[src/acs_pkg.sv]
package acs_pkg;
  // register offsets on the plain register port
  localparam logic [2:0] ACS_OFS_CTRL_ONE   = 3'h0;
  localparam logic [2:0] ACS_OFS_CTRL_TWO   = 3'h1;
  localparam logic [2:0] ACS_OFS_RESULT_HI  = 3'h2;
  localparam logic [2:0] ACS_OFS_RESULT_LO  = 3'h3;
  // converter_control_one field positions
  localparam int ACS_C1_START   = 0;
  localparam int ACS_C1_CUTOFF  = 1;
  localparam int ACS_C1_BUSY    = 2;
  localparam int ACS_C1_DONE    = 3;
  localparam int ACS_C1_CHAN_LO = 4;
  // converter_control_two field positions
  localparam int ACS_C2_CLKSEL_LO = 0;
  localparam int ACS_C2_CONT      = 2;
  localparam int ACS_C2_IRQ_EN    = 3;
  localparam int ACS_C2_TRIG_SEL  = 4;
  localparam int ACS_C2_SAMP_LO   = 5;
  localparam int ACS_C2_PREC      = 7;
  // reset values
  localparam logic [7:0] ACS_RST_CTRL_ONE = 8'h00;
  localparam logic [7:0] ACS_RST_CTRL_TWO = 8'h00;
  localparam logic [9:0] ACS_RST_RESULT   = 10'h000;
  // timing: comparison takes ten operating clock periods, eight at 8-bit precision
  localparam int         ACS_COMPARE_PERIODS = 10;
  localparam logic [7:0] ACS_PRESCALE_BASE   = 8'h01;
  // irq routing
  localparam int         ACS_IRQ_NUMBER = 18;
  localparam logic [15:0] ACS_IRQ_VECTOR = 16'hffd6;

  typedef enum logic [1:0] {
    ACS_IDLE    = 2'b00,
    ACS_SAMPLE  = 2'b01,
    ACS_COMPARE = 2'b10,
    ACS_STORE   = 2'b11
  } acs_state_t;
endpackage

[src/acs_adc_control_sequencer.sv]
// Functional notes
// - clock-select field picks operating clock
// - sampling field sets sample length
// - cutoff bit closes reference switch
// - continuous bit adds trigger edge as start source
// - writing start bit begins conversion
// - continuous mode starts on rising edges
// - trigger select: pin or timer
// - precision bit: 10-bit or 8-bit
// - channel field indexes sixteen inputs
// - completion flag shows pending request
// - busy flag high during conversion
// - enable bit gates interrupt request
// - writing zero clears completion flag
// - request number 18, vector 0FFD6
// - flag always set; irq needs enable
// - results stored and busy clears on the same edge
// - software start restarts running conversion
// - restart with completion still sets flag
//
// The placing of the registers and the address-and-strobe port are this design's own decisions.
`timescale 1ns/1ps
`default_nettype none
module acs_adc_control_sequencer
  import acs_pkg::*;
#(
  parameter int RES_BITS = 10
) (
  input  wire logic        ref_clk,
  input  wire logic        rst_n,
  // register port: read data stand one cycle after the strobe
  input  wire logic [2:0]  reg_addr,
  input  wire logic [7:0]  reg_wdata,
  input  wire logic        reg_wr,
  input  wire logic        reg_rd,
  output logic [7:0]       reg_rdata,
  // start sources, taken as synchronous levels
  input  wire logic        external_trigger_pin,
  input  wire logic        composite_timer_output,
  // low power entry; high aborts and holds the sequencer idle
  input  wire logic        stop_or_watch,
  // analog front end: comparator in, mux, switch, sample and trial out
  input  wire logic        comparator_high,
  output logic [3:0]       channel_select,
  output logic             reference_cutoff_switch,
  output logic             sample_hold_en,
  output logic [9:0]       dac_trial,
  output logic             completion_irq
);
  // control register one (channel, cutoff) and two (all config)
  logic [3:0] chan_ff,  nxt_chan;
  logic       cut_ff,   nxt_cut;
  logic [7:0] ctl2_ff,  nxt_ctl2;
  logic       done_ff,  nxt_done;
  logic [9:0] res_ff,   nxt_res;
  logic [7:0] rdata_ff, nxt_rdata;
  logic       irq_ff,   nxt_irq;
  logic       trg_ff,   nxt_trg;

  // sequencer state
  acs_state_t state_ff, nxt_state;
  logic [7:0] div_ff,   nxt_div;
  logic [3:0] cnt_ff,   nxt_cnt;
  logic       samp_ff,  nxt_samp;

  logic       wr_c1, wr_c2, sw_start, hw_start, start, op_tick, finish;
  logic       trig_in;
  logic [7:0] div_limit;
  logic [3:0] samp_len, cmp_len;
  logic       prec8;
  logic [9:0] trial;
  logic [9:0] bit_ptr;
  logic [7:0] ctl1_view;

  assign wr_c1    = reg_wr && (reg_addr == ACS_OFS_CTRL_ONE);
  assign wr_c2    = reg_wr && (reg_addr == ACS_OFS_CTRL_TWO);
  assign prec8    = ctl2_ff[ACS_C2_PREC];
  assign sw_start = wr_c1 && reg_wdata[ACS_C1_START];
  // select trigger source input
  assign trig_in  = ctl2_ff[ACS_C2_TRIG_SEL] ? composite_timer_output
                                             : external_trigger_pin;
  // rising edge only counts in continuous mode
  assign hw_start = ctl2_ff[ACS_C2_CONT] && trig_in && !trg_ff;
  // either source restarts, even mid conversion
  assign start    = (sw_start || hw_start) && !stop_or_watch;

  // operating clock = ref_clk divided by 1,2,4 or 8
  assign div_limit = (ACS_PRESCALE_BASE << ctl2_ff[ACS_C2_CLKSEL_LO +: 2]) - 8'h01;
  assign op_tick   = (div_ff >= div_limit);  // a lowered divider must not wrap
  // sample lengths 1..4 periods from the two-bit field
  assign samp_len  = {2'b00, ctl2_ff[ACS_C2_SAMP_LO +: 2]} + 4'h1;
  assign cmp_len   = prec8 ? 4'(ACS_COMPARE_PERIODS - 2)
                           : 4'(ACS_COMPARE_PERIODS);
  assign finish    = (state_ff == ACS_STORE);

  acs_sar_core #(
    .BITS (RES_BITS)
  ) u_sar (
    .ref_clk  (ref_clk),
    .rst_n    (rst_n),
    .clear    (start),
    .step     ((state_ff == ACS_COMPARE) && op_tick),
    .cmp_high (comparator_high),
    .trial    (trial),
    .bit_ptr  (bit_ptr)
  );

  // conversion walk in operating periods: start enters sampling,
  // sampling lasts 1..4 periods, comparing ten (eight at 8-bit),
  // one sar step per period, then one store cycle; flags land after it.
  // a restart in any state goes back to sampling and reloads the sar.
  // sequencer next state; stop/watch aborts with busy cleared
  always_comb begin
    nxt_state = state_ff;
    nxt_cnt   = cnt_ff;
    nxt_div   = op_tick ? 8'h00 : div_ff + 8'h01;
    if (stop_or_watch) begin
      nxt_state = ACS_IDLE;
      nxt_div   = 8'h00;
    end else if (start) begin
      nxt_state = ACS_SAMPLE;
      nxt_cnt   = 4'h0;
      nxt_div   = 8'h00;
    end else begin
      case (state_ff)
        ACS_IDLE: begin
          nxt_cnt = 4'h0;
        end
        ACS_SAMPLE: begin
          if (op_tick) begin
            nxt_cnt = cnt_ff + 4'h1;
            if (cnt_ff + 4'h1 == samp_len) begin
              nxt_state = ACS_COMPARE;
              nxt_cnt   = 4'h0;
            end
          end
        end
        ACS_COMPARE: begin
          if (op_tick) begin
            nxt_cnt = cnt_ff + 4'h1;
            if (cnt_ff + 4'h1 == cmp_len) begin
              nxt_state = ACS_STORE;
            end
          end
        end
        ACS_STORE: begin
          nxt_state = ACS_IDLE;
        end
        default: begin
          nxt_state = ACS_IDLE;
        end
      endcase
    end
    // registered copy so the pin comes straight from a flop
    nxt_samp = (nxt_state == ACS_SAMPLE);
  end

  // status view of control register one; start always reads back 0
  always_comb begin
    ctl1_view                      = 8'h00;
    ctl1_view[ACS_C1_CHAN_LO +: 4] = chan_ff;
    ctl1_view[ACS_C1_DONE]         = done_ff;
    ctl1_view[ACS_C1_BUSY]         = (state_ff != ACS_IDLE);
    ctl1_view[ACS_C1_CUTOFF]       = cut_ff;
  end

  // registers, flags and result; result only moves at finish
  always_comb begin
    nxt_chan  = chan_ff;
    nxt_cut   = cut_ff;
    nxt_ctl2  = ctl2_ff;
    nxt_done  = done_ff;
    nxt_res   = res_ff;
    nxt_trg   = trig_in;
    nxt_rdata = 8'h00;
    if (wr_c1) begin
      nxt_chan = reg_wdata[ACS_C1_CHAN_LO +: 4];
      nxt_cut  = reg_wdata[ACS_C1_CUTOFF];
      if (!reg_wdata[ACS_C1_DONE]) begin
        nxt_done = 1'b0;
      end
    end
    if (wr_c2) begin
      nxt_ctl2 = reg_wdata;
    end
    // set beats clear and beats a same-cycle restart
    if (finish) begin
      nxt_done = 1'b1;
      nxt_res  = prec8 ? {2'b00, trial[9:2]} : trial;
    end
    if (reg_rd) begin
      case (reg_addr)
        ACS_OFS_CTRL_ONE: nxt_rdata = ctl1_view;
        ACS_OFS_CTRL_TWO: nxt_rdata = ctl2_ff;
        ACS_OFS_RESULT_HI: nxt_rdata = {6'h00, res_ff[9:8]};
        ACS_OFS_RESULT_LO: nxt_rdata = res_ff[7:0];
        default:          nxt_rdata = 8'h00;
      endcase
    end
    // line to irq controller entry ACS_IRQ_NUMBER, vector ACS_IRQ_VECTOR
    nxt_irq = nxt_done && nxt_ctl2[ACS_C2_IRQ_EN];
  end

  // sequencer registers; reset drops any conversion in flight
  always_ff @(posedge ref_clk or negedge rst_n) begin
    if (!rst_n) begin
      state_ff  <= ACS_IDLE;
      cnt_ff    <= 4'h0;
      div_ff    <= 8'h00;
      samp_ff   <= 1'b0;
    end else begin
      state_ff  <= nxt_state;
      cnt_ff    <= nxt_cnt;
      div_ff    <= nxt_div;
      samp_ff   <= nxt_samp;
    end
  end

  // software visible registers, read data and the request line
  always_ff @(posedge ref_clk or negedge rst_n) begin
    if (!rst_n) begin
      chan_ff   <= ACS_RST_CTRL_ONE[ACS_C1_CHAN_LO +: 4];
      cut_ff    <= ACS_RST_CTRL_ONE[ACS_C1_CUTOFF];
      ctl2_ff   <= ACS_RST_CTRL_TWO;
      done_ff   <= ACS_RST_CTRL_ONE[ACS_C1_DONE];
      res_ff    <= ACS_RST_RESULT;
      rdata_ff  <= 8'h00;
      irq_ff    <= 1'b0;
      trg_ff    <= 1'b0;
    end else begin
      chan_ff   <= nxt_chan;
      cut_ff    <= nxt_cut;
      ctl2_ff   <= nxt_ctl2;
      done_ff   <= nxt_done;
      res_ff    <= nxt_res;
      rdata_ff  <= nxt_rdata;
      irq_ff    <= nxt_irq;
      trg_ff    <= nxt_trg;
    end
  end

  assign reg_rdata               = rdata_ff;
  assign channel_select          = chan_ff;
  assign reference_cutoff_switch = cut_ff;
  assign sample_hold_en          = samp_ff;
  assign dac_trial               = trial;
  assign completion_irq          = irq_ff;
  // bit_ptr kept visible for the core; msb-first walk ends by count
  logic unused_ptr;
  assign unused_ptr = ^bit_ptr;
endmodule
`default_nettype wire

[src/acs_sar_core.sv]
`timescale 1ns/1ps
`default_nettype none
// successive approximation register: one bit decided per step, msb first
module acs_sar_core
  import acs_pkg::*;
#(
  parameter int BITS = 10
) (
  input  wire logic            ref_clk,
  input  wire logic            rst_n,
  input  wire logic            clear,
  input  wire logic            step,
  input  wire logic            cmp_high,
  output logic [BITS-1:0]      trial,
  output logic [BITS-1:0]      bit_ptr
);
  logic [BITS-1:0] trial_ff;
  logic [BITS-1:0] ptr_ff;
  logic [BITS-1:0] nxt_trial;
  logic [BITS-1:0] nxt_ptr;

  // keep trial bit when comparator says input is above trial level
  always_comb begin
    nxt_trial = trial_ff;
    nxt_ptr   = ptr_ff;
    if (clear) begin
      nxt_ptr   = {1'b1, {(BITS-1){1'b0}}};
      nxt_trial = {1'b1, {(BITS-1){1'b0}}};
    end else if (step && (ptr_ff != '0)) begin
      if (!cmp_high) begin
        nxt_trial = trial_ff & ~ptr_ff;
      end
      nxt_ptr   = ptr_ff >> 1;
      nxt_trial = nxt_trial | (ptr_ff >> 1);
    end
  end

  always_ff @(posedge ref_clk or negedge rst_n) begin
    if (!rst_n) begin
      trial_ff <= '0;
      ptr_ff   <= '0;
    end else begin
      trial_ff <= nxt_trial;
      ptr_ff   <= nxt_ptr;
    end
  end

  assign trial   = trial_ff;
  assign bit_ptr = ptr_ff;
endmodule
`default_nettype wire

[config.mk]
export PLATFORM = sky130hd
export DESIGN_NAME = acs_adc_control_sequencer
export DESIGN_NICKNAME = d
export VERILOG_FILES = /design/src/acs_pkg.sv /design/src/acs_adc_control_sequencer.sv /design/src/acs_sar_core.sv
export SDC_FILE = /design/constraint.sdc
export NUM_CORES = 1
export LEC_CHECK = 0
export BUFFER_PORTS_ARGS = -buffer_cell sky130_fd_sc_hd__buf_2
export CAP_MARGIN = 40
export CORE_MARGIN = 2
export CORE_UTILIZATION = 30
export CTS_BUF_LIST = sky130_fd_sc_hd__clkbuf_16
export CTS_CLUSTER_SIZE = 30
export DETAILED_ROUTE_END_ITERATION = 10
export HOLD_SLACK_MARGIN = 0.02
export SLEW_MARGIN = 20
export SYNTH_ARGS = -nofsm -noshare
export SYNTH_HDL_FRONTEND = slang
export SYNTH_SLANG_ARGS = --single-unit
[constraint.sdc]
create_clock -name ref_clk -period 6.1 [get_ports ref_clk]
set_input_delay 0.915 -clock ref_clk [delete_from_list [all_inputs] [get_ports ref_clk]]
set_output_delay 0.915 -clock ref_clk [all_outputs]
set_load 0.1 [all_outputs]
[Word level (Yosys, flattened, before mapping)]
Cells that the tools add are included.
Widths: inputs -> output; s select.
Word-level totals
  input bits: 19
  register bits: 69
  word-level logic and storage cells: 86
Operators by class
  equal/unequal tests: 11
  bitwise gates (word level): 4
  add/subtract/negate cells: 4
  muxes and demuxes: 31
  order comparisons: 1
  reductions and logical operators: 19
  shifts and indexed selects: 1
Operator list (number)
  $mux 10: 8
  $mux 8: 4
  $pmux 8 s4: 1
  $mux 4: 5
  $mux 2: 7
  $pmux 4 s3: 1
  $and 10x10->10: 1
  $not 10->10: 1
  $or 10x9->10: 1
  $reduce_bool 10->1: 1
  $logic_and 1x1->1: 9
  $add 8x1->8 const B: 1
  $ge 8x8->1: 1
  $shl 1x2->8 const A: 1
  $sub 8x1->8 const B: 1
  $eq 3x2->1 const B: 2
  $ne 3x3->1 const B: 2
  $pmux 2 s3: 1
  $add 4x1->4 const B: 1
  $eq 2x1->1 const B: 2
  $eq 2x2->1 const B: 2
  $eq 4x3->1: 1
  $eq 4x4->1: 1
  $mux 1: 4
  10 further kinds: 12

[Logic depth before layout (Yosys ltp)]
  word-level depth: 10
  depth in mapped cells: 11

[Modules after synthesis]
Synthesis repeated with hierarchy kept, for this count alone.
Unflattened totals
  cells, all modules: 333
  area, all modules: 3473.3 µm²
Modules (own cells, without submodules)
  acs_adc_control_sequencer: area each 2660.1 µm², sequential area each 1226.2 µm², times used 1, cells an instance 255
  acs_sar_core: area each 813.3 µm², sequential area each 500.5 µm², times used 1, cells an instance 78

[Least setup slack after synthesis]
Ideal clock, no wire load.
  path type: register -> register
  from: register ctl2_ff[0]
  to: register cnt_ff[3]
  library setup time: 125 ps
  slack: 3634 ps
  buffers on the path: 0
  data arrival time: 2342 ps
  stages on the path, launching flop included: 10
  path through: dfrtp_1 nand2_1 inv_1 ha_1 ha_1 o211ai_1 a31oi_1 o31ai_1 a21oi_1 mux2_2
Between the ends
  cells in the longest elaborated chain, start to end: 5
  elaborated cells on any way between the ends: 6
Ends and longest elaborated chain
  start: declaration: line acs_adc_control_sequencer.sv:53  | logic [7:0] ctl2_ff, nxt_ctl2;
  start signal: assignment: line acs_adc_control_sequencer.sv:233  | ctl2_ff <= nxt_ctl2;
  $shl 1x2->8 *: line acs_adc_control_sequencer.sv:88  | assign div_limit = (ACS_PRESCALE_BASE << ctl2_ff[ACS_C2_CLKSEL_LO +: 2]) - 8'h01;
  $sub 8x1->8 *: line acs_adc_control_sequencer.sv:88
  $ge 8x8->1 *: line acs_adc_control_sequencer.sv:89  | assign op_tick = (div_ff >= div_limit);
  $ne 3x3->1 (no source line)
  $reduce_and 4->1 (no source line) *
  end signal: assignment: line acs_adc_control_sequencer.sv:213  | cnt_ff <= nxt_cnt;
  end: declaration: line acs_adc_control_sequencer.sv:63  | logic [3:0] cnt_ff, nxt_cnt;
Every way passes the cells marked *; elsewhere a longest branch is shown, timed or not.
A chain may end at the register's enable or synchronous reset.

[Final worst setup path]
Ends and elaborated chain as after synthesis.

==> results <==
- The distinct cell type count of the synthesized netlist is 49.
- The die outline area is ~0.013 sq mm.
- The checks that failed: DRC.
- At the pin with the least slew margin, the transition time is between 700 and 800 ps.
- Registers take around 0.0017 sq mm.
- The number of cells on the worst reg-to-reg path is 9.
- Once the clock tree was built, the resizer swapped 0 gates to a different size.
- The count of synthesis-stage warnings from yosys is 0.
- Synthesis handed over a netlist of between 300 and 400 instances.
- The count of nets left with antenna violations once routing finished came out at 0.
- The final net count is approximately 420.
- Timing would allow up to between 0.3 and 0.4 GHz.
- The arrival time reported for the critical path endpoint is about 3000 ps.
- The number of fillers in the final layout is between 1000 and 1500.
- Once placement completed, the tool counted placed cells totaling 520.
- The wire-length estimate of the detail-placed layout is between 5000 and 6000 um.
- IR analysis of the VDD net gives a maximum drop of approximately 0.00019 V.
- The instance count along the most critical hold path is 1.
- Summed over all cells, the static leakage comes to a little over 0.002 uW.
- Total power for the finished layout comes to 1600 uW.
- Counting flops with a built-in enable in the synthesized netlist gives 0.
- The count of buffers inserted at the top-level ports is 43.
- In the global route stage, overall resource usage came out at around an eighth.
- The hold path startpoint is done_ff$_DFF_PN0_.
- The relative slew slack is between 40% and 50%.
- In this run the vertical extent of the chip is between 100 and 150 um.
- The class of the most critical setup path is flip-flop to flip-flop.
- The fraction of layout cells with a size suffix above 1 is about 22%.
- The clock skew is ~6.7 ps.
- The worst path meets setup with between 3000 and 4000 ps of slack.
- The count of final setup violators is 0.
- After routing the design area is roughly 0.0043 sq mm.
- The remaining design rule violation count is 7.
- TritonCTS created 9 clock buffers.
- The count of maximum capacitance violations is 0.
- The final cell count without fillers is about 540.
- The share of the clock period used by the worst path is a little under half.
- The minimum period implied by the final worst setup slack is ~2800 ps.
- The run finished, with violations left.
- The mapped netlist covers roughly 0.0036 sq mm.
- Setup repair after global routing left no endpoint under its margin.
- The startpoint kind of the worst setup timing path is a flip-flop.
- The beginning of the critical path is ctl2_ff[0]$_DFFE_PN0P_.
- TritonCTS built the clock tree.
- The initial antenna violation count was 0.
- For this design, the sink count on the clock tree is 69.
- The clock root buffer is sky130_fd_sc_hd__clkbuf_16.
- The number of top-level design ports is between 40 and 50.
- Once the clock tree was built, the setup fixing pass inserted 0 buffers.
- The first routing iteration left 160 violations.
- After routing, the total negative slack on setup checks comes to 0 ps.
- For this run the aggregate overflow at the end of global routing stands at 0.
- Sequential cells were found to cover 48.5% of the synthesized design area.
- Once the floorplan was initialized, standard cells occupied between 30% and 40% of the core.
- The later pin in the worst-skew pair is clocked with a latency of about 330 ps.
- Entering global routing, the biggest net connects 39 pins.
- From synthesis to final layout, the design area changed by 20.1%.
- The worst setup timing slack at the placement stage is 3160 ps.
- The via density per instance is 4.93.
- The buffer depth of the longest clock path is 2.
- The first global-routing pass estimated around 13000 um of wire.
- The routed design has 7800 um of wire.
- The number of antenna diodes in the final layout is 0.
- The worst flop-to-flop path startpoint is ctl2_ff[0]$_DFFE_PN0P_.
- Measured along the x axis, the die boundary spans 113 um.
- The path class of the lowest-slack min-delay path is flip-flop to flip-flop.
- The largest fanout on the critical path is 6.
- The first-pass detailed-route iteration total is 7.
- STA puts the critical path data required time at between 6000 and 7000 ps.
- Dividing the synthesized area by the synthesized cell count gives just over 10 sq um.
- STA classifies the critical path endpoint as a flip-flop.
- The most used flip-flop cell after synthesis is sky130_fd_sc_hd__dfrtp_1.
- The H-tree level count is 3.
- In this run the cell area measured after placement is ~0.004 sq mm.
- The final-report hold violation count is 0.
- Power spread over the standard cell area amounts to 374 mW/mm^2.
- Counting flops and latches in the post-synthesis netlist gives between 60 and 70.
- The final-report max-slew violation count is 0.
- The multi-input combinational cells in the finished layout cover a total of about 0.0017 sq mm.
- The floorplan core area is ~0.012 sq mm.
- The quantity of hold-fixing buffers added after cts is 0.
- The number of rows in the core area is 39.
- Clock-pin slew was measured on the worst setup and hold paths at 60 ps.
- For this run, asynchronously set or reset flops after synthesis account for 100%.
- The final route contains ~2600 vias.
- In the final routed layout, each cell accounts on average for ~15 um.
- The via count of the first global-routing pass was about 2700.
- Routability-driven placement finished with a final weighted congestion of approximately 0.82.
cell families (layout without fill, tap and decap cells):
kind of cell | after synthesis | after routing | synth area share, %
flip-flops | 69 | 69 | 48.5
adder cells (fa/ha/maj) | 17 | 17 | 5.98
buffers and inverters | 41 | 88 | 4.85
multiplexers | 31 | 31 | 9.67
other | 1 | 3 | 0.105
AND/OR/NAND/NOR | 97 | 97 | 13.3
XOR/XNOR | 11 | 11 | 2.71
AO/OA/AOI/OAI | 77 | 77 | 14.9
through the flow:
stage | util (%) | hold WS (ps)
floorplan | - | 461
global placement | 33.9 | 483
detailed placement | 34.1 | 520
CTS | 37.1 | 533
global route | 37.1 | 547
finish | 37.1 | 519
sequential cells by signal (all words and copies together), names as in the netlist:
| register | count |
|---|---|
| trg_ff | 1 |
| ctl2_ff | 8 |
| reg_rdata | 8 |
| done_ff | 1 |
| reference_cutoff_switch | 1 |
| state_ff | 2 |
| res_ff | 10 |
| u_sar.trial | 10 |
| u_sar.bit_ptr | 10 |
| channel_select | 4 |
| sample_hold_en | 1 |
| div_ff | 8 |
| cnt_ff | 4 |
| completion_irq | 1 |
placed cells by master, fill, tap and decap left out, types with 3 or more instances in the layout:
master and count:
sky130_fd_sc_hd__a31oi_1 7, sky130_fd_sc_hd__a21o_1 6, sky130_fd_sc_hd__clkbuf_16 9, sky130_fd_sc_hd__xor2_1 8, sky130_fd_sc_hd__nand3b_1 4, sky130_fd_sc_hd__nand3_1 9, sky130_fd_sc_hd__ha_1 17, sky130_fd_sc_hd__and3_1 5
sky130_fd_sc_hd__nor2_1 36, sky130_fd_sc_hd__xnor2_1 3, sky130_fd_sc_hd__inv_1 25, sky130_fd_sc_hd__nor2b_1 3, sky130_fd_sc_hd__nor4_1 3, sky130_fd_sc_hd__o31ai_1 8, sky130_fd_sc_hd__o21ai_0 7, sky130_fd_sc_hd__nand2_1 25
sky130_fd_sc_hd__buf_2 44, sky130_fd_sc_hd__conb_1 3, sky130_fd_sc_hd__bufinv_16 3, sky130_fd_sc_hd__o211ai_1 3, sky130_fd_sc_hd__dfrtp_1 69, sky130_fd_sc_hd__mux2i_1 16, sky130_fd_sc_hd__a21oi_1 31, sky130_fd_sc_hd__mux2_2 14
final timing paths:
kind	slack (ps)	end
max	3320	cnt_ff[3]$_DFFE_PN0P_
min	520	done_ff$_DFF_PN0_
max reg2reg	3320	cnt_ff[3]$_DFFE_PN0P_
min reg2reg	520	done_ff$_DFF_PN0_
max in group asynchronous	4950	res_ff[1]$_DFFE_PN0P_
min in group asynchronous	610	state_ff[0]$_DFF_PN0_
power by group:
group	total [uW]	leakage (uW)	internal, uW	switching, uW
logic	405	0.000958	132	273
registers	588	0.000909	527	61.4
clock network	605	0.000170	402	203
layout make-up:
class	instances	area share [%]
clock inverter	7	2.84
tap	143	4.18
clock buffer	9	5.27
sequential	69	40.4
timing repair buffer	47	5.97
multi-input combinational	236	39.2
inverter	25	2.19
critical path, cell delays in order, from the launching register on:
cell,delay (ps)
sky130_fd_sc_hd__dfrtp_1,410
sky130_fd_sc_hd__nand2_1,100
sky130_fd_sc_hd__inv_1,50
sky130_fd_sc_hd__ha_1,260
sky130_fd_sc_hd__ha_1,280
sky130_fd_sc_hd__o211ai_1,80
sky130_fd_sc_hd__a31oi_1,500
sky130_fd_sc_hd__o31ai_1,190
sky130_fd_sc_hd__a21oi_1,400
sky130_fd_sc_hd__mux2_2,380
cells in the mapped netlist (all sizes together), types with 2 or more instances:
master / n / share of area, %
or3: 2 / 0.35
inv: 25 / 2.6
mux2i: 16 / 4.5
nor2b: 3 / 0.53
o211ai: 3 / 0.63
nand3b: 4 / 0.84
mux2: 14 / 4.4
dfrtp: 69 / 49
xnor2: 3 / 0.74
o21ai: 9 / 1.4
nand2: 25 / 2.6
nand3: 9 / 1.3
xor2: 8 / 2.0
a21oi: 32 / 4.6
nor2: 36 / 3.8
o31ai: 8 / 1.7
and3: 5 / 0.88
o41ai: 2 / 0.49
clkbuf: 10 / 1.1
buf: 6 / 1.2
ha: 17 / 6.0
nor4: 3 / 0.53
nand4: 2 / 0.35
a31oi: 7 / 1.2
or2: 2 / 0.35
a21o: 6 / 1.3
metal layers:
layer / wire, um / global-route usage, % / vias to the layer above
met5: 0 / 0 / -
met2: 3710 / 21.3 / 48
met1: 3720 / 17.3 / 1300
met4: 124 / 5.20 / 0
li1: - / - / 1282
met3: 243 / 2.73 / 10
No activity file was read; power rests on OpenSTA's default activity.
